==> src/hw/misc_ctrl_pkg.sv <==
// Constants for the miscellaneous system control register bank.
// Assumes a 32-bit AHB-Lite slave, one aligned word per register.
package misc_ctrl_pkg;

  // ---------------------------------------------------------------
  // Register indices and byte addresses
  // ---------------------------------------------------------------
  localparam logic [7:0] IRQ_SENSE_CLOCK_CTRL_IDX = 8'h49;
  localparam logic [7:0] PERIPHERAL_POWER_GATE_IDX = 8'h4A;
  localparam logic [7:0] HALT_PWM_IRQ_CTRL_IDX = 8'h4C;
  localparam int ADDR_W = 10;
  localparam logic [ADDR_W-1:0] IRQ_SENSE_CLOCK_CTRL_ADDR = {IRQ_SENSE_CLOCK_CTRL_IDX, 2'b00};
  localparam logic [ADDR_W-1:0] PERIPHERAL_POWER_GATE_ADDR = {PERIPHERAL_POWER_GATE_IDX, 2'b00};
  localparam logic [ADDR_W-1:0] HALT_PWM_IRQ_CTRL_ADDR = {HALT_PWM_IRQ_CTRL_IDX, 2'b00};

  // ---------------------------------------------------------------
  // Reset values
  // ---------------------------------------------------------------
  localparam logic [7:0] IRQ_SENSE_CLOCK_CTRL_RST = 8'h00;
  localparam logic [7:0] PERIPHERAL_POWER_GATE_RST = 8'h00;
  localparam logic [7:0] HALT_PWM_IRQ_CTRL_RST = 8'h00;

  // ---------------------------------------------------------------
  // Field positions
  // ---------------------------------------------------------------
  localparam int PORT_A_SENSE_LSB = 6;
  localparam int CLOCK_OUT_SELECT_BIT = 5;
  localparam int PORT_D_SENSE_LSB = 3;
  localparam int CPU_CLOCK_DIVIDER_LSB = 1;
  localparam int DIVIDER_ENABLE_BIT = 0;
  localparam int POWER_GATE_W = 5;
  localparam logic [7:0] POWER_GATE_MASK = 8'h1F;
  localparam int HALT_POLICY_BIT = 7;
  localparam int PORT_C_SENSE_LSB = 2;
  localparam int PWM_OUT_B_BIT = 1;
  localparam int PWM_OUT_A_BIT = 0;
  localparam logic [7:0] HALT_PWM_IRQ_MASK = 8'h8F;

  // ---------------------------------------------------------------
  // Encodings
  // ---------------------------------------------------------------
  typedef enum logic [1:0] {
    SENSE_FALL_LOW = 2'b00,
    SENSE_RISE = 2'b01,
    SENSE_FALL = 2'b10,
    SENSE_BOTH = 2'b11
  } irq_sense_t;

  typedef enum logic [2:0] {
    CLK_SA_3M = 3'b000,
    CLK_SA_6M = 3'b001,
    CLK_SA_1M5 = 3'b010,
    CLK_SA_750K = 3'b011,
    CLK_SA_375K = 3'b100,
    CLK_USB_6M = 3'b101,
    CLK_USB_8M = 3'b110,
    CLK_USB_2M = 3'b111
  } cpu_clock_rate_t;

  // Divide ratios from the source oscillator (12 MHz stand-alone, 48 MHz USB)
  localparam logic [7:0] DIV_SA_DEFAULT = 8'h04;
  localparam logic [7:0] DIV_SA_00 = 8'h02;
  localparam logic [7:0] DIV_SA_10 = 8'h08;
  localparam logic [7:0] DIV_SA_01 = 8'h10;
  localparam logic [7:0] DIV_SA_11 = 8'h20;
  localparam logic [7:0] DIV_USB_DEFAULT = 8'h08;
  localparam logic [7:0] DIV_USB_00 = 8'h06;
  localparam logic [7:0] DIV_USB_10 = 8'h18;
  localparam logic [7:0] DIV_USB_01 = 8'h30;
  localparam logic [7:0] DIV_USB_11 = 8'hC0;

  localparam logic [1:0] HTRANS_NONSEQ = 2'b10;
  localparam logic [1:0] HTRANS_SEQ = 2'b11;

endpackage

==> src/hw/misc_ctrl_regs.sv <==
// Miscellaneous system control registers: interrupt sensitivity, clock
// prescaler and clock-out, peripheral power gating, halt policy, PWM pins.
// Assumes an AHB-Lite master on hclk and a core that reports its mask bits.
// Overview of operation
// Bits 7:6 reg one set port A sense
// Bits 4:3 reg one set port D sense
// Bits 3:2 reg three set port C sense
// Sense fields written only at level 3
// Sense write ignored unless both masks set
// Clock-out bit puts CPU clock on pin
// Prescaler off gives 3 or 6 MHz
// Stand-alone prescaler: 6, 1.5, 0.75, 0.375 MHz
// USB prescaler: 8, 2, 1, 0.25 MHz
// Stand-alone 6 MHz blocks USB buffer access
// USB slow clock: avoid buffer access
// Five gate bits switch peripherals off
// Gated peripherals keep register contents
// Reserved bits read zero
// Policy 0 plus watchdog: halt resets
// Policy 1: halt never resets
// USB suspend: halt never resets
// Bit 1 routes second PWM output
// Bit 0 routes first PWM output
// All registers reset to zero
// Watchdog activation is an input
`timescale 1ns/1ps

module misc_ctrl_regs
(
  input wire logic hclk,
  input wire logic hresetn,
  input wire logic hsel,
  input wire logic [31:0] haddr,
  input wire logic [1:0] htrans,
  input wire logic hwrite,
  input wire logic [2:0] hsize,
  input wire logic [31:0] hwdata,
  input wire logic hready,
  output logic [31:0] hrdata,
  output logic hreadyout,
  output logic hresp,
  input wire logic irq_mask_high,
  input wire logic irq_mask_low,
  input wire logic usb_mode,
  input wire logic usb_suspend,
  input wire logic watchdog_activation,
  input wire logic halt_request,
  output logic [1:0] port_a_irq_sense,
  output logic [1:0] port_d_irq_sense,
  output logic [1:0] port_c_irq_sense,
  output logic clock_out_select,
  output logic [7:0] cpu_clock_divide,
  output logic [2:0] cpu_clock_rate,
  output logic usb_buffer_block,
  output logic usb_buffer_caution,
  output logic [misc_ctrl_pkg::POWER_GATE_W-1:0] peripheral_off,
  output logic halt_enter,
  output logic halt_reset,
  output logic pwm_out_a_enable,
  output logic pwm_out_b_enable
);
  import misc_ctrl_pkg::*;

  // ---------------------------------------------------------------
  // Registers
  // ---------------------------------------------------------------
  logic [7:0] irq_sense_clock_ctrl_reg;
  logic [7:0] peripheral_power_gate_reg;
  logic [7:0] halt_pwm_irq_ctrl_reg;
  logic wr_pend_reg;
  logic [ADDR_W-1:0] wr_addr_reg;
  logic halt_enter_reg;
  logic halt_reset_reg;
  logic [31:0] hrdata_reg;

  // ---------------------------------------------------------------
  // Bus decode
  // ---------------------------------------------------------------
  // Hsize is not checked: every register is one aligned word
  wire addr_phase = hsel && hready && (htrans == HTRANS_NONSEQ || htrans == HTRANS_SEQ);
  wire rd_take = addr_phase && !hwrite;
  wire wr_take = addr_phase && hwrite;
  wire [ADDR_W-1:0] addr_lo = haddr[ADDR_W-1:0];
  wire mapped = (haddr[31:ADDR_W] == '0);
  wire [7:0] wdat = hwdata[7:0];
  // Sense fields are guarded: only writable at interrupt level 3
  wire level3 = irq_mask_high && irq_mask_low;

  // ---------------------------------------------------------------
  // Field helpers
  // ---------------------------------------------------------------
  // One mask builder for the guarded sense fields; the other masks are fixed constants
  function automatic logic [7:0] field_mask(input int lsb, input int width);
    logic [7:0] m;
    m = 8'h00;
    for (int b = 0; b < 8; b++) begin
      if (b >= lsb && b < lsb + width) begin
        m[b] = 1'b1;
      end
    end
    return m;
  endfunction

  // Address match shared by the write strobes and the read path
  function automatic logic reg_hit(input logic [ADDR_W-1:0] a, input logic [ADDR_W-1:0] r);
    return a == r;
  endfunction

  // Bits a write may change; guarded sense bits drop out below level 3
  function automatic logic [7:0] write_mask(input logic [ADDR_W-1:0] a, input logic lvl);
    logic [7:0] m;
    m = 8'h00;
    if (reg_hit(a, IRQ_SENSE_CLOCK_CTRL_ADDR)) begin
      m = 8'hFF;
      if (!lvl) begin
        m = m & ~(field_mask(PORT_A_SENSE_LSB, 2) | field_mask(PORT_D_SENSE_LSB, 2));
      end
    end else if (reg_hit(a, PERIPHERAL_POWER_GATE_ADDR)) begin
      m = POWER_GATE_MASK;
    end else if (reg_hit(a, HALT_PWM_IRQ_CTRL_ADDR)) begin
      m = HALT_PWM_IRQ_MASK;
      if (!lvl) begin
        m = m & ~field_mask(PORT_C_SENSE_LSB, 2);
      end
    end
    return m;
  endfunction

  // ---------------------------------------------------------------
  // Elaboration checks
  // ---------------------------------------------------------------
  // Every field and mask here assumes one byte per register
  if (POWER_GATE_W < 1 || POWER_GATE_W > 8) begin : g_bad_gate_width
    $error("Power gate field must fit in one byte");
  end
  if (PORT_A_SENSE_LSB > 6 || PORT_D_SENSE_LSB > 6 || PORT_C_SENSE_LSB > 6) begin : g_bad_sense_lsb
    $error("Sense fields must fit in one byte");
  end
  if (HALT_POLICY_BIT > 7 || CLOCK_OUT_SELECT_BIT > 7) begin : g_bad_bit_pos
    $error("Single-bit fields must fit in one byte");
  end
  if (ADDR_W < 10) begin : g_bad_addr_width
    $error("Address window too narrow for the register map");
  end
  if (IRQ_SENSE_CLOCK_CTRL_ADDR == PERIPHERAL_POWER_GATE_ADDR || IRQ_SENSE_CLOCK_CTRL_ADDR == HALT_PWM_IRQ_CTRL_ADDR)
  begin : g_bad_map
    $error("Register addresses must be distinct");
  end

  // ---------------------------------------------------------------
  // Write strobes
  // ---------------------------------------------------------------
  // The data phase follows the address phase by one cycle
  wire wr_r1 = wr_pend_reg && reg_hit(wr_addr_reg, IRQ_SENSE_CLOCK_CTRL_ADDR);
  wire wr_r2 = wr_pend_reg && reg_hit(wr_addr_reg, PERIPHERAL_POWER_GATE_ADDR);
  wire wr_r3 = wr_pend_reg && reg_hit(wr_addr_reg, HALT_PWM_IRQ_CTRL_ADDR);
  wire [7:0] wr_mask = write_mask(wr_addr_reg, level3);

  // Guarded bits keep their old value when the level check fails
  wire [7:0] r1_next = (wdat & wr_mask) | (irq_sense_clock_ctrl_reg & ~wr_mask);
  wire [7:0] r2_next = ((wdat & wr_mask) | (peripheral_power_gate_reg & ~wr_mask)) & POWER_GATE_MASK;
  wire [7:0] r3_next = ((wdat & wr_mask) | (halt_pwm_irq_ctrl_reg & ~wr_mask)) & HALT_PWM_IRQ_MASK;

  // ---------------------------------------------------------------
  // Read path
  // ---------------------------------------------------------------
  // A read right behind a write to the same register sees the new byte
  wire [7:0] r1_view = wr_r1 ? r1_next : irq_sense_clock_ctrl_reg;
  wire [7:0] r2_view = wr_r2 ? r2_next : peripheral_power_gate_reg;
  wire [7:0] r3_view = wr_r3 ? r3_next : halt_pwm_irq_ctrl_reg;
  wire [7:0] rd_byte =
    reg_hit(addr_lo, IRQ_SENSE_CLOCK_CTRL_ADDR) ? r1_view :
    reg_hit(addr_lo, PERIPHERAL_POWER_GATE_ADDR) ? r2_view :
    reg_hit(addr_lo, HALT_PWM_IRQ_CTRL_ADDR) ? r3_view : 8'h00;
  // Unmapped addresses read zero and still answer OKAY
  wire [7:0] rd_lane = mapped ? rd_byte : 8'h00;

  // ---------------------------------------------------------------
  // Bus state, zero wait states
  // ---------------------------------------------------------------
  // Only the address is kept; the byte itself arrives in the data phase
  always_ff @(posedge hclk or negedge hresetn) begin
    if (!hresetn) begin
      wr_pend_reg <= 1'b0;
      wr_addr_reg <= '0;
    end else begin
      wr_pend_reg <= wr_take && mapped;
      if (wr_take) begin
        wr_addr_reg <= addr_lo;
      end
    end
  end

  // Read data is captured at the address phase and stands in the data phase
  always_ff @(posedge hclk or negedge hresetn) begin
    if (!hresetn) begin
      hrdata_reg <= 32'h0000_0000;
    end else if (rd_take) begin
      hrdata_reg <= {24'h00_0000, rd_lane};
    end
  end

  // ---------------------------------------------------------------
  // Interrupt sense and clock register
  // ---------------------------------------------------------------
  // Sense bits and clock bits share one byte but not one guard
  always_ff @(posedge hclk or negedge hresetn) begin
    if (!hresetn) begin
      irq_sense_clock_ctrl_reg <= IRQ_SENSE_CLOCK_CTRL_RST;
    end else if (wr_r1) begin
      irq_sense_clock_ctrl_reg <= r1_next;
    end
  end

  // ---------------------------------------------------------------
  // Power gate register
  // ---------------------------------------------------------------
  // Register contents are untouched by the power gates themselves
  always_ff @(posedge hclk or negedge hresetn) begin
    if (!hresetn) begin
      peripheral_power_gate_reg <= PERIPHERAL_POWER_GATE_RST;
    end else if (wr_r2) begin
      peripheral_power_gate_reg <= r2_next;
    end
  end

  // ---------------------------------------------------------------
  // Halt and PWM register
  // ---------------------------------------------------------------
  // Reserved bits never reach the flops, so they cannot read back as one
  always_ff @(posedge hclk or negedge hresetn) begin
    if (!hresetn) begin
      halt_pwm_irq_ctrl_reg <= HALT_PWM_IRQ_CTRL_RST;
    end else if (wr_r3) begin
      halt_pwm_irq_ctrl_reg <= r3_next;
    end
  end

  // ---------------------------------------------------------------
  // Bus response
  // ---------------------------------------------------------------
  assign hrdata = hrdata_reg;
  // No wait states and no error response: every access completes at once
  assign hreadyout = 1'b1;
  assign hresp = 1'b0;

  // ---------------------------------------------------------------
  // Field outputs
  // ---------------------------------------------------------------
  // Sense fields go straight to the edge detectors of each port group
  assign port_a_irq_sense = irq_sense_clock_ctrl_reg[PORT_A_SENSE_LSB +: 2];
  assign port_d_irq_sense = irq_sense_clock_ctrl_reg[PORT_D_SENSE_LSB +: 2];
  assign port_c_irq_sense = halt_pwm_irq_ctrl_reg[PORT_C_SENSE_LSB +: 2];
  assign clock_out_select = irq_sense_clock_ctrl_reg[CLOCK_OUT_SELECT_BIT];
  // Peripherals freeze their own state while off; nothing is cleared here
  for (genvar g = 0; g < POWER_GATE_W; g++) begin : g_gate
    // Each gate bit reaches its own peripheral unchanged
    assign peripheral_off[g] = peripheral_power_gate_reg[g];
  end
  assign pwm_out_b_enable = halt_pwm_irq_ctrl_reg[PWM_OUT_B_BIT];
  assign pwm_out_a_enable = halt_pwm_irq_ctrl_reg[PWM_OUT_A_BIT];

  // ---------------------------------------------------------------
  // CPU clock selection
  // ---------------------------------------------------------------
  wire divider_enable = irq_sense_clock_ctrl_reg[DIVIDER_ENABLE_BIT];
  wire [1:0] cpu_clock_divider = irq_sense_clock_ctrl_reg[CPU_CLOCK_DIVIDER_LSB +: 2];

  // Ratios are from the source oscillator, so each mode has its own set of ratios
  function automatic logic [7:0] pick_div(input logic usb, input logic en, input logic [1:0] cp);
    logic [7:0] d;
    d = usb ? DIV_USB_DEFAULT : DIV_SA_DEFAULT;
    if (en) begin
      unique case (cp)
        2'b00: d = usb ? DIV_USB_00 : DIV_SA_00;
        2'b10: d = usb ? DIV_USB_10 : DIV_SA_10;
        2'b01: d = usb ? DIV_USB_01 : DIV_SA_01;
        2'b11: d = usb ? DIV_USB_11 : DIV_SA_11;
      endcase
    end
    return d;
  endfunction

  assign cpu_clock_divide = pick_div(usb_mode, divider_enable, cpu_clock_divider);

  // USB rates of 1 MHz and below share the 2 MHz code
  function automatic logic [2:0] pick_rate(input logic usb, input logic en, input logic [1:0] cp);
    cpu_clock_rate_t r;
    r = usb ? CLK_USB_6M : CLK_SA_3M;
    if (en && usb) begin
      unique case (cp)
        2'b00: r = CLK_USB_8M;
        2'b10: r = CLK_USB_2M;
        2'b01: r = CLK_USB_2M;
        2'b11: r = CLK_USB_2M;
      endcase
    end else if (en) begin
      unique case (cp)
        2'b00: r = CLK_SA_6M;
        2'b10: r = CLK_SA_1M5;
        2'b01: r = CLK_SA_750K;
        2'b11: r = CLK_SA_375K;
      endcase
    end
    return r;
  endfunction

  assign cpu_clock_rate = pick_rate(usb_mode, divider_enable, cpu_clock_divider);

  // ---------------------------------------------------------------
  // Buffer access flags
  // ---------------------------------------------------------------
  // Fastest stand-alone rate leaves no slot for core buffer access
  wire sa_fast = !usb_mode && divider_enable && cpu_clock_divider == 2'b00;
  // USB rates at 2 MHz and below: core buffer access risks an overrun
  wire usb_slow = usb_mode && divider_enable && cpu_clock_divider != 2'b00;
  assign usb_buffer_block = sa_fast;
  assign usb_buffer_caution = usb_slow;

  // ---------------------------------------------------------------
  // Halt policy
  // ---------------------------------------------------------------
  // Suspend overrides the policy bit: no reset from halt while suspended
  wire halt_policy_bit = halt_pwm_irq_ctrl_reg[HALT_POLICY_BIT];
  wire watchdog_armed = watchdog_activation;
  wire policy_allows_reset = !halt_policy_bit;
  wire halt_resets = watchdog_armed && policy_allows_reset && !usb_suspend;

  always_ff @(posedge hclk or negedge hresetn) begin
    if (!hresetn) begin
      halt_enter_reg <= 1'b0;
      halt_reset_reg <= 1'b0;
    end else begin
      halt_enter_reg <= halt_request && !halt_resets;
      halt_reset_reg <= halt_request && halt_resets;
    end
  end

  assign halt_enter = halt_enter_reg;
  assign halt_reset = halt_reset_reg;

endmodule // misc_ctrl_regs

==> config.mk <==
export PLATFORM = sky130hd
export DESIGN_NAME = misc_ctrl_regs
export DESIGN_NICKNAME = d
export VERILOG_FILES = /design/src/hw/misc_ctrl_pkg.sv /design/src/hw/misc_ctrl_regs.sv
export SDC_FILE = /design/constraint.sdc
export NUM_CORES = 1
export LEC_CHECK = 0
export BUFFER_PORTS_ARGS = -buffer_cell sky130_fd_sc_hd__buf_2
export CAP_MARGIN = 20
export CORE_ASPECT_RATIO = 1.25
export CORE_UTILIZATION = 45
export DETAILED_ROUTE_END_ITERATION = 10
export PLACE_DENSITY = 0.91
export SKIP_LAST_GASP = 1
export SLEW_MARGIN = 30
export SYNTH_ARGS = -nofsm -noshare
export SYNTH_HDL_FRONTEND = slang
export SYNTH_SLANG_ARGS = --single-unit
==> constraint.sdc <==
create_clock -name hclk -period 6.2 [get_ports hclk]
set_input_delay 0.62 -clock hclk [delete_from_list [all_inputs] [get_ports hclk]]
set_output_delay 0.62 -clock hclk [all_outputs]
set_load 0.01 [all_outputs]
==> impl_results.md, run 1 <==
- Clock Latency Late Sink: 0.30 ns
- Post-CTS sizing: 0
- Share of layout cells above drive strength 1: 44.3%
- Syn Area/Cell: about 12 um^2
- Reg2Reg Depth: 5
- Die X-Extent: 68.4 um
- Largest net degree at the start of global routing: 46
- Worst Setup Start Kind: input pin
- Capturing point of the worst reg2reg path: hrdata[7]
- Final min period: 2.44 ns
- Crit-path max FO: 8
- Fin util: around 56%
- Syn Inst Count: about 220
- Ports: about 140
- Gr usage total: 20.0%
- Setup crit end kind: flop
- Die Area: 5820 um^2
- Clk pwr share: a little over a third
- DR vias: 1884
- Initial DRC count: 72
- Register area share after synthesis: 45.4%
- Slew @ Worst Pin: 0.845 ns
- First-pass GRT wire length: 8630 um
- Comb power frac: 13.1%
- Slew Limit Fails: 0
- Clock root buffer: clkbuf_8
- Placed cell count: 345
- Drt total wl: 5240 um
- FILL cells: 470
- Post-DP Area: 2770 um^2
- Sequential power share: 51.8%
- Antenna violations before repair: 0
- FF-to-FF setup slack: between 3 and 4 ns
- Max reg flops: 10
- Synthesized flop and latch total: 45
- Fin nets: 376
- Crit path required time: 6.37 ns
- CTS tree: done
- Mapped Area: 2480 um^2
- Max-cap violations: 0
- Unrepaired setup endpoints after global routing: no
- Clk_skew: 0.00485 ns
- EDFF count, synth: 0
- Clock sink count: 45
- Switching share of power: 25.3%
- Design Power: 0.634 mW
- ANT cells: 0
- Total setup buffers inserted after CTS: 0
- Final period utilization: 39.3%
- Status: finished clean
- Max frequency: a little over 400 MHz
- Area taken by multi-input logic gates: 1120 um^2
- Drt pass-1 iters: 4
- Synth area leaders: dfrtp_1 45%, buf_4 12%, mux2_2 12%
- Pre-CTS WS: 3.43 ns
- CP Launch Point: haddr[6]
- Register area: 1130 um^2
- P_leak: around 1.5 nW
- Slew headroom: 43.5%
- Worst EP arrival: 2.61 ns
- CTS H-tree depth: 2
- Count leader, synth: dfrtp_1
- Final Hold Slack: approximately 0.30 ns
- Final instance area: 2890 um^2
- Worst vdd ir: 0.164 mV
- P_int: 0.473 mW
- Critical setup path kind: input pin to flop
- Yosys warns: 0
- Power per cell area: 219 nW/um^2
- Clock Path Buffers: 2
- Die H: roughly 85 um
- Area grow syn2layout: 16.5%
- FF-to-FF Start: wr_addr_reg[1]
- Most instantiated cells after synthesis: 45 x dfrtp_1, 39 x buf_4, 26 x mux2_2, 10 x and2_1, 8 x nand2_1
- Asr flop ratio synth: 100%
- Total negative slack: 0 ns
- Num CTS Buffers: 5
- Routed len/inst: 14.8 um
- Switch Pwr: approximately 0.16 mW
- Endpoints failing hold: 0
- Vias in the first global route: 1925
- Worst setup endpoint: hrdata[1]
- Predominant post-synthesis flop cell: dfrtp_1
- Reg clk slew, reported paths: 0.08 ns
- Grt total ovfl: 0
- Cell taking the most area after synthesis: dfrtp_1
- GP Congestion: 0.766
- IO buf count: 87
- Row Count: 29
- Top-area cell type share of the netlist area: 45.4%
- Post-DR vias/cell: between 5 and 6
- HPWL after DPL: 4130 um
- PnR worst setup slack: 3.76 ns
- Finish-stage setup viols: 0
- Core box area: 5190 um^2
- Worst Hold Class: input pin to async pin
- Post-DRT Antenna Nets: 0
- Unique masters post-synth: 45
- Post-route DRC: 0
- Initial Utilization: 47.8%
- # hold bufs at CTS: 0
- Final cell count without fillers: 353
-- placed cells by master (no fill, tap or decap), types with 2 or more instances in the layout --
cell type  synthesis  layout
a32o_1             3       3
nand2_1            8       8
clkbuf_8           0       5
nand2b_1           3       3
and2_1            10      10
nor3b_1            3       3
dfrtp_1           45      45
ha_1               6       6
inv_1              5       5
nand4_1            5       5
and3b_1            3       3
a221oi_1           3       3
a22o_1             2       2
buf_2              2      86
mux2_2            26      26
nor4_1             4       4
and3_1             2       2
conb_1             2      27
nor2_1             7       7
or4_1              2       2
o41ai_1            3       3
a221o_1            5       5
o21ai_0            4       4
-- worst min path at each step --
stage	depth (start not counted)	slack [ns]	end
6_report	1	0.30	halt_reset
5_1_grt	1	0.35	halt_enter
4_1_cts	1	0.47	halt_reset
3_5_place_dp	1	0.45	halt_reset
3_3_place_gp	1	0.44	halt_reset
2_1_floorplan	0	0.32	halt_enter
-- power groups by stage --
stage	logic, mW	clock network [mW]	registers, mW
floorplan	0.0623	0	0.330
global placement	0.0801	0	0.333
detailed placement	0.0839	0	0.334
CTS	0.0840	0.226	0.328
global route	0.0940	0.239	0.331
finish	0.0830	0.223	0.328
-- per-layer routing --
| metal | GRT usage [%] | up-vias | share of wire (%) |
|---|---|---|---|
| met3 | 4.44 | 15 | 7.1 |
| met1 | 22.6 | 916 | 37 |
| li1 | - | 863 | - |
| met2 | 34.3 | 90 | 53 |
| met5 | 0 | - | 0 |
| met4 | 10.2 | 0 | 3.4 |
-- worst max-delay path: stages --
cell and delay [ns]:
buf_2 0.10, or4b_4 0.55, nor4b_2 0.76, a221oi_1 0.17, o41ai_1 0.41
-- layout make-up --
class                           count  area share (%)
Sequential cell                    45            38.9
Inverter                            5           0.649
Multi-Input combinational cell    146            38.6
Timing Repair Buffer               87            15.1
Clock inverter                      3            1.60
Clock buffer                        5            2.38
Tap cell                           62            2.68
-- kinds of logic after synthesis --
family	count (synthesis)	share of synthesized area, %
AOI/OAI and AO/OA	23	7.72
DFF	45	45.4
adders and majority gates	6	3.03
buffers and inverters	49	13.4
other	2	0.303
and+or+nand+nor	62	17.5
muxes	28	12.7
Power figures use the tool's default switching activity.
==> run 2, diff against run 1 <==
--- a/config.mk
+++ b/config.mk
@@ -5,12 +5,13 @@
 export SDC_FILE = /design/constraint.sdc
 export NUM_CORES = 1
 export LEC_CHECK = 0
+export ABC_AREA = 1
 export BUFFER_PORTS_ARGS = -buffer_cell sky130_fd_sc_hd__buf_2
 export CAP_MARGIN = 20
 export CORE_ASPECT_RATIO = 1.25
-export CORE_UTILIZATION = 45
+export CORE_UTILIZATION = 41
 export DETAILED_ROUTE_END_ITERATION = 10
-export PLACE_DENSITY = 0.91
+export PLACE_DENSITY = 0.85
 export SKIP_LAST_GASP = 1
 export SLEW_MARGIN = 30
 export SYNTH_ARGS = -nofsm -noshare
==> constraint.sdc (replaced) <==
create_clock -name hclk -period 2.2 [get_ports hclk]
set_input_delay 0.22 -clock hclk [delete_from_list [all_inputs] [get_ports hclk]]
set_output_delay 0.22 -clock hclk [all_outputs]
set_load 0.01 [all_outputs]
==> impl_results.md, run 2 <==
- Die Area: 7110 um^2 (+22%)
- Gr usage total: 19.4% (-0.66 points)
- Drt total wl: 6410 um (+22%)
- FILL cells: 639 (+36%)
- P_leak: 1.99 nW (+33%)
- Initial DRC count: 147 (+100%)
- Simple-Gate Fraction of Synth Area: 30.0% (+13 points)
- Register area: 1130 um^2 (unchanged)
- HPWL after DPL: 5130 um (+24%)
- Clock Latency Late Sink: 0.30 ns (about the same)
- Area grow syn2layout: 16.3%
- Grt total ovfl: 0 (unchanged)
- Clock root buffer: clkbuf_8
- XOR/XNOR Fraction of Synth Area: 0% (unchanged)
- Slew @ Worst Pin: 0.648 ns (-0.198 ns)
- Initial Utilization: 42.3% (-5.5 points)
- Final Hold Slack: 0.121 ns (-0.174 ns)
- Synth area leaders: dfrtp_1 41%, nand2_1 14%, buf_4 11%
- CP max stage delay: 0.45 ns (-0.31 ns)
- Register area share after synthesis: 40.5% (-4.8 points)
- Fin nets: 544 (+45%)
- DR vias: 2570 (+36%)
- Syn Inst Count: 377 (+75%)
- Design Power: 1.64 mW (+160%)
- First-pass GRT wire length: 10300 um (+19%)
- Slew headroom: 56.8% (+13 points)
- Slew Limit Fails: 0 (unchanged)
- Worst Setup Start Kind: flop
- Mapped Area: 2780 um^2 (+12%)
- Num CTS Buffers: 5 (unchanged)
- Most instantiated cells after synthesis: 101 x nand2_1, 58 x inv_1, 45 x dfrtp_1, 39 x buf_4, 35 x nor2_1
- Critical setup path kind: flop to primary output
- Final period utilization: 88.6%
- Clk_skew: 0.0106 ns (+0.00571 ns)
- CP max stage cell: dfrtp_1
- Ports: 143 (unchanged)
- CTS tree: done
- Routed len/inst: 11.7 um (-21%)
- Status: finished clean
- Most frequent cells in the layout: 101 x nand2_1, 87 x buf_2, 58 x inv_1
- Clock Path Buffers: 2 (unchanged)
- Post-synthesis adder-cell area fraction: 2.70% (-0.32 points)
- Share of layout cells above drive strength 1: 23.7% (-21 points)
- Final cell count without fillers: 546 (+55%)
- Max reg flops: 10 (unchanged)
- Largest net degree at the start of global routing: 30 (-35%)
- Clock sink count: 45 (unchanged)
- Reg clk slew, reported paths: 0.09 ns (about the same)
- Crit-path max FO: 5 (-3)
- Unrepaired setup endpoints after global routing: no
- Asr flop ratio synth: 100% (unchanged)
- Total negative slack: 0 ns (unchanged)
- Syn Area/Cell: 7.37 um^2 (-36%)
- Max-cap violations: 0 (unchanged)
- Final min period: 1.95 ns
- Power per cell area: 509 nW/um^2 (+130%)
- Setup crit end kind: primary output
- EDFF count, synth: 0 (unchanged)
- Post-DR vias/cell: 4.71 (-12%)
- Crit path required time: 1.98 ns (-4.39 ns)
- Finish-stage setup viols: 0 (unchanged)
- Post-DRT Antenna Nets: 0 (unchanged)
- Area taken by multi-input logic gates: 1210 um^2 (+8.5%)
- Vias in the first global route: 2368 (+23%)
- CP top delay family: flip-flops
- Die X-Extent: 75.6 um (+11%)
- Placed cell count: 537 (+56%)
- CP cell instances: inv_1, ha_1, nand2_1, o21ai_0, a21oi_1, buf_2
- Die H: 94.0 um (+11%)
- Max frequency: 513 MHz
- GP Congestion: 0.902 (+18%)
- Drt pass-1 iters: 4 (unchanged)
- Post-route DRC: 0 (unchanged)
- Worst vdd ir: 0.323 mV (+97%)
- CTS H-tree depth: 2 (unchanged)
- Most common cell after layout, fill and taps aside: nand2_1
- Top-area cell type share of the netlist area: 40.5% (-4.8 points)
- Endpoints failing hold: 0 (unchanged)
- Core box area: 6570 um^2 (+27%)
- ANT cells: 0 (unchanged)
- Largest family of logic cells by synthesized area: simple AND/OR/NAND/NOR gates
- Synthesized flop and latch total: 45 (unchanged)
- Worst EP arrival: 1.73 ns (-0.88 ns)
- Unique masters post-synth: 32 (-29%)
- Post-synthesis compound-gate area fraction: 7.21% (-0.51 points)
- Count leader, synth: nand2_1
- Antenna violations before repair: 0 (unchanged)
- Worst Hold Class: input pin to flop
- IO buf count: 87 (unchanged)
- Yosys warns: 0 (unchanged)
- Post-synthesis mux area share: 0% (-13 points)
- Cell taking the most area after synthesis: dfrtp_1
- Predominant post-synthesis flop cell: dfrtp_1
- Row Count: 33 (+14%)
- Buf/Inv on CP: 2 (+1)
- Post-CTS sizing: 0 (unchanged)
run 2: cell types whose count changed after synthesis, moves of 4 or more:
cell | previous run | this run
a221o_1 | 5 | 0
nor2_1 | 7 | 35
mux2_2 | 26 | 0
nand3_1 | 1 | 25
a21oi_1 | 1 | 9
and2_1 | 10 | 2
nand2_1 | 8 | 101
inv_1 | 5 | 58
o21ai_0 | 4 | 10
o211ai_1 | 0 | 4
run 2: cells by family after synthesis:
family                     after synthesis
adders and majority gates                6
DFF                                     45
and+or+nand+nor                        188
other                                    2
AOI/OAI and AO/OA                       33
buffers and inverters                  103
run 2: per-stage QoR:
step,utilization (%),area (um^2),setup WS [ns]
detailed placement,47.7,3130,0.426
finish,49.2,3230,0.250
floorplan,-,2870,0.592
global placement,47.7,3130,0.453
CTS,49.2,3230,0.249
global route,49.2,3230,0.0803
run 2: worst register-to-register path: cells and delay by family (launching register included):
family,cells,cell delay (ns)
AOI/OAI and AO/OA,2,0.49
buffers and inverters,1,0.07
DFF,1,0.41
and+or+nand+nor,6,0.71
run 2: routing by layer:
metal  vias up  track usage [%]  routed length (um)  share of wire, %
li1       1277                -                   -                 -
met1      1166             22.5                2640                41
met2       119             34.2                3210                50
met3         8             4.51                 474               7.4
met4         0             6.79                  87               1.4
met5         -                0                   0                 0
run 2: layout make-up:
type | instances | share of cell area (%)
Multi-Input combinational cell | 254 | 37.5
Sequential cell | 45 | 34.9
Timing Repair Buffer | 91 | 14.5
Inverter | 61 | 7.09
Tap cell | 87 | 3.37
Clock buffer | 6 | 2.25
Clock inverter | 2 | 0.465
run 2: worst paths after layout:
| check | cells past startpoint | startpoint | slack (ns) | end |
|---|---|---|---|---|
| hold / removal | 3 | halt_request | 0.12 | halt_enter |
| max in group asynchronous | 3 | hresetn | 1.11 | peripheral_power_gate_reg[2] |
| setup / recovery | 6 | irq_sense_clock_ctrl_reg[1] | 0.25 | cpu_clock_rate[0] |
| min in group asynchronous | 2 | hresetn | 0.49 | hrdata[1] |
| hold reg to reg | 2 | halt_pwm_irq_ctrl_reg[5] | 0.47 | halt_pwm_irq_ctrl_reg[5] |
| setup reg to reg | 9 | wr_addr_reg[5] | 0.40 | hrdata[4] |
run 2: report_power, final:
group / total [mW] / internal [mW] / switching (mW)
sequential: 0.901 / 0.862 / 0.0383
combinational: 0.235 / 0.0833 / 0.152
clock: 0.509 / 0.224 / 0.285
total: 1.64 / 1.17 / 0.475
run 2: repair_timing:
item / CTS / global route
hold buffers: 1 / 0
endpoints found under the hold margin: 27 / 0
setup buffers: 0 / 0
==> run 3, diff against run 2 <==
--- a/config.mk
+++ b/config.mk
@@ -8,8 +8,10 @@
 export ABC_AREA = 1
 export BUFFER_PORTS_ARGS = -buffer_cell sky130_fd_sc_hd__buf_2
 export CAP_MARGIN = 20
+export CELL_PAD_IN_SITES_DETAIL_PLACEMENT = 1
+export CELL_PAD_IN_SITES_GLOBAL_PLACEMENT = 1
 export CORE_ASPECT_RATIO = 1.25
-export CORE_UTILIZATION = 41
+export CORE_UTILIZATION = 28
 export DETAILED_ROUTE_END_ITERATION = 10
 export PLACE_DENSITY = 0.85
 export SKIP_LAST_GASP = 1
==> impl_results.md, run 3 (synthesis results as in run 2) <==
- Crit-path max FO: 7 (+2)
- Clk_skew: 0.00963 ns (-0.000930 ns)
- First-pass GRT wire length: 12900 um (+25%)
- Slew headroom: 59.2% (+2.4 points)
- Pre-CTS WS: 0.351 ns (-0.0752 ns)
- Initial DRC count: 66 (-55%)
- Unrepaired setup endpoints after global routing: no
- Worst vdd ir: 0.267 mV (-18%)
- Worst Setup Start Kind: flop
- Finish-stage setup viols: 0 (unchanged)
- Drt total wl: 7640 um (+19%)
- Post-route DRC: 0 (unchanged)
- Post-DR vias/cell: 4.45 (-5.4%)
- Ports: 143 (unchanged)
- Final min period: 1.98 ns (+0.0325 ns)
- Gr usage total: 15.7% (-3.7 points)
- Grt total ovfl: 0 (unchanged)
- FILL cells: 1246 (+95%)
- CTS H-tree depth: 2 (unchanged)
- Max frequency: 505 MHz (-1.6%)
- Die H: 113 um (+21%)
- Worst Hold Class: input pin to flop
- Reg2Reg Depth: 12 (+3)
- Clock root buffer: clkbuf_16
- Post-CTS sizing: 0 (unchanged)
- Most frequent cells in the layout: 101 x nand2_1, 87 x buf_2, 58 x inv_1
- FF-to-FF setup slack: 0.33 ns (-0.07 ns)
- Slew @ Worst Pin: 0.611 ns (-0.0369 ns)
- Total negative slack: 0 ns (unchanged)
- Core box area: 9610 um^2 (+46%)
- Endpoints failing hold: 0 (unchanged)
- HPWL after DPL: 6360 um (+24%)
- Max-cap violations: 0 (unchanged)
- Reg clk slew, reported paths: 0.07 ns (-0.02 ns)
- Final period utilization: 90.1% (+1.5 points)
- ANT cells: 0 (unchanged)
- Area grow syn2layout: 20.7%
- DR vias: 2608 (+1.5%)
- Crit path required time: 1.98 ns (about the same)
- Critical setup path kind: flop to primary output
- Antenna violations before repair: 0 (unchanged)
- Num CTS Buffers: 5 (unchanged)
- Clock Latency Late Sink: 0.29 ns (about the same)
- PnR worst setup slack: 0.218 ns (-0.0325 ns)
- Clock Path Buffers: 2 (unchanged)
- Register area: 1130 um^2 (unchanged)
- Post-DRT Antenna Nets: 0 (unchanged)
- WHS Path Cells: 3 (unchanged)
- Die Area: 10300 um^2 (+45%)
- Slew Limit Fails: 0 (unchanged)
- Fin nets: 545 (+0.18%)
- Vias in the first global route: 2755 (+16%)
- IO buf count: 87 (unchanged)
- Largest net degree at the start of global routing: 22 (-27%)
- Clock sink count: 45 (unchanged)
- P_leak: 2.03 nW (+2.3%)
- Power per cell area: 572 nW/um^2 (+12%)
- Initial Utilization: 28.9% (-13 points)
- Share of layout cells above drive strength 1: 24.1% (+0.38 points)
- CTS tree: done
- Die X-Extent: 91.1 um (+20%)
- Routed len/inst: 13.0 um (+11%)
- Setup crit end kind: primary output
- GP Congestion: 0.820 (-9.1%)
- Area taken by multi-input logic gates: 1210 um^2 (unchanged)
- Most common cell after layout, fill and taps aside: nand2_1
- Row Count: 40 (+21%)
- Worst EP arrival: 1.76 ns (+0.03 ns)
- Max reg flops: 10 (unchanged)
- Drt pass-1 iters: 4 (unchanged)
- Status: finished clean
[run 3: changes by cell type in the layout (fill, tap and decap cells not counted), sizes merged]
cell	previous run	this run
clkinv	0	2
buf	90	91
clkinvlp	2	0
[run 3: final timing paths]
path                                                  start                           end
worst max-delay path            irq_sense_clock_ctrl_reg[2]           cpu_clock_divide[5]
worst min-delay path                           halt_request                    halt_enter
worst max register to register               wr_addr_reg[3]                     hrdata[3]
worst min register to register     halt_pwm_irq_ctrl_reg[6]      halt_pwm_irq_ctrl_reg[6]
max in group asynchronous                           hresetn  peripheral_power_gate_reg[3]
min in group asynchronous                           hresetn                wr_addr_reg[7]
[run 3: layer usage]
metal | global-route usage (%) | vias up | share of wire [%]
met1 | 17.3 | 1228 | 41
met2 | 29.7 | 94 | 52
met5 | 0 | - | 0
li1 | - | 1275 | -
met4 | 5.61 | 0 | 1.8
met3 | 3.23 | 11 | 5.6
[run 3: area by class of cell]
| type | instances | area share [%] |
|---|---|---|
| Multi-Input combinational cell | 254 | 36.1 |
| Timing Repair Buffer | 92 | 14.2 |
| Tap cell | 126 | 4.70 |
| Clock inverter | 2 | 0.411 |
| Sequential cell | 45 | 33.6 |
| Clock buffer | 6 | 4.14 |
| Inverter | 61 | 6.83 |
[run 3: through the flow]
step	area [um^2]	util (%)	hold WS, ns	cells	power [mW]
2_1_floorplan	2870	-	-0.0756	402	1.08
3_3_place_gp	3190	33.2	0.168	577	1.14
3_5_place_dp	3190	33.2	0.177	577	1.16
4_1_cts	3350	34.9	0.147	586	1.94
5_1_grt	3350	34.9	0.171	586	2.00
6_report	3350	34.9	0.151	586	1.92
[run 3: repair_timing]
item                                   4_1_cts  5_1_grt
buffers inserted                             0        0
hold buffers                                 1        0
endpoints found under the hold margin       16        0
[run 3: report_power, final]
| part | switching (mW) | internal, mW | total [mW] |
|---|---|---|---|
| Combinational | 0.156 | 0.0833 | 0.239 |
| Clock | 0.323 | 0.452 | 0.776 |
| Sequential | 0.0389 | 0.864 | 0.902 |
| Total | 0.518 | 1.40 | 1.92 |
[run 3: worst max-delay path, cell delays in order (launching register included)]
cell,delay [ns]
dfrtp_1,0.48
inv_1,0.14
ha_1,0.24
a2111oi_0,0.40
buf_2,0.21
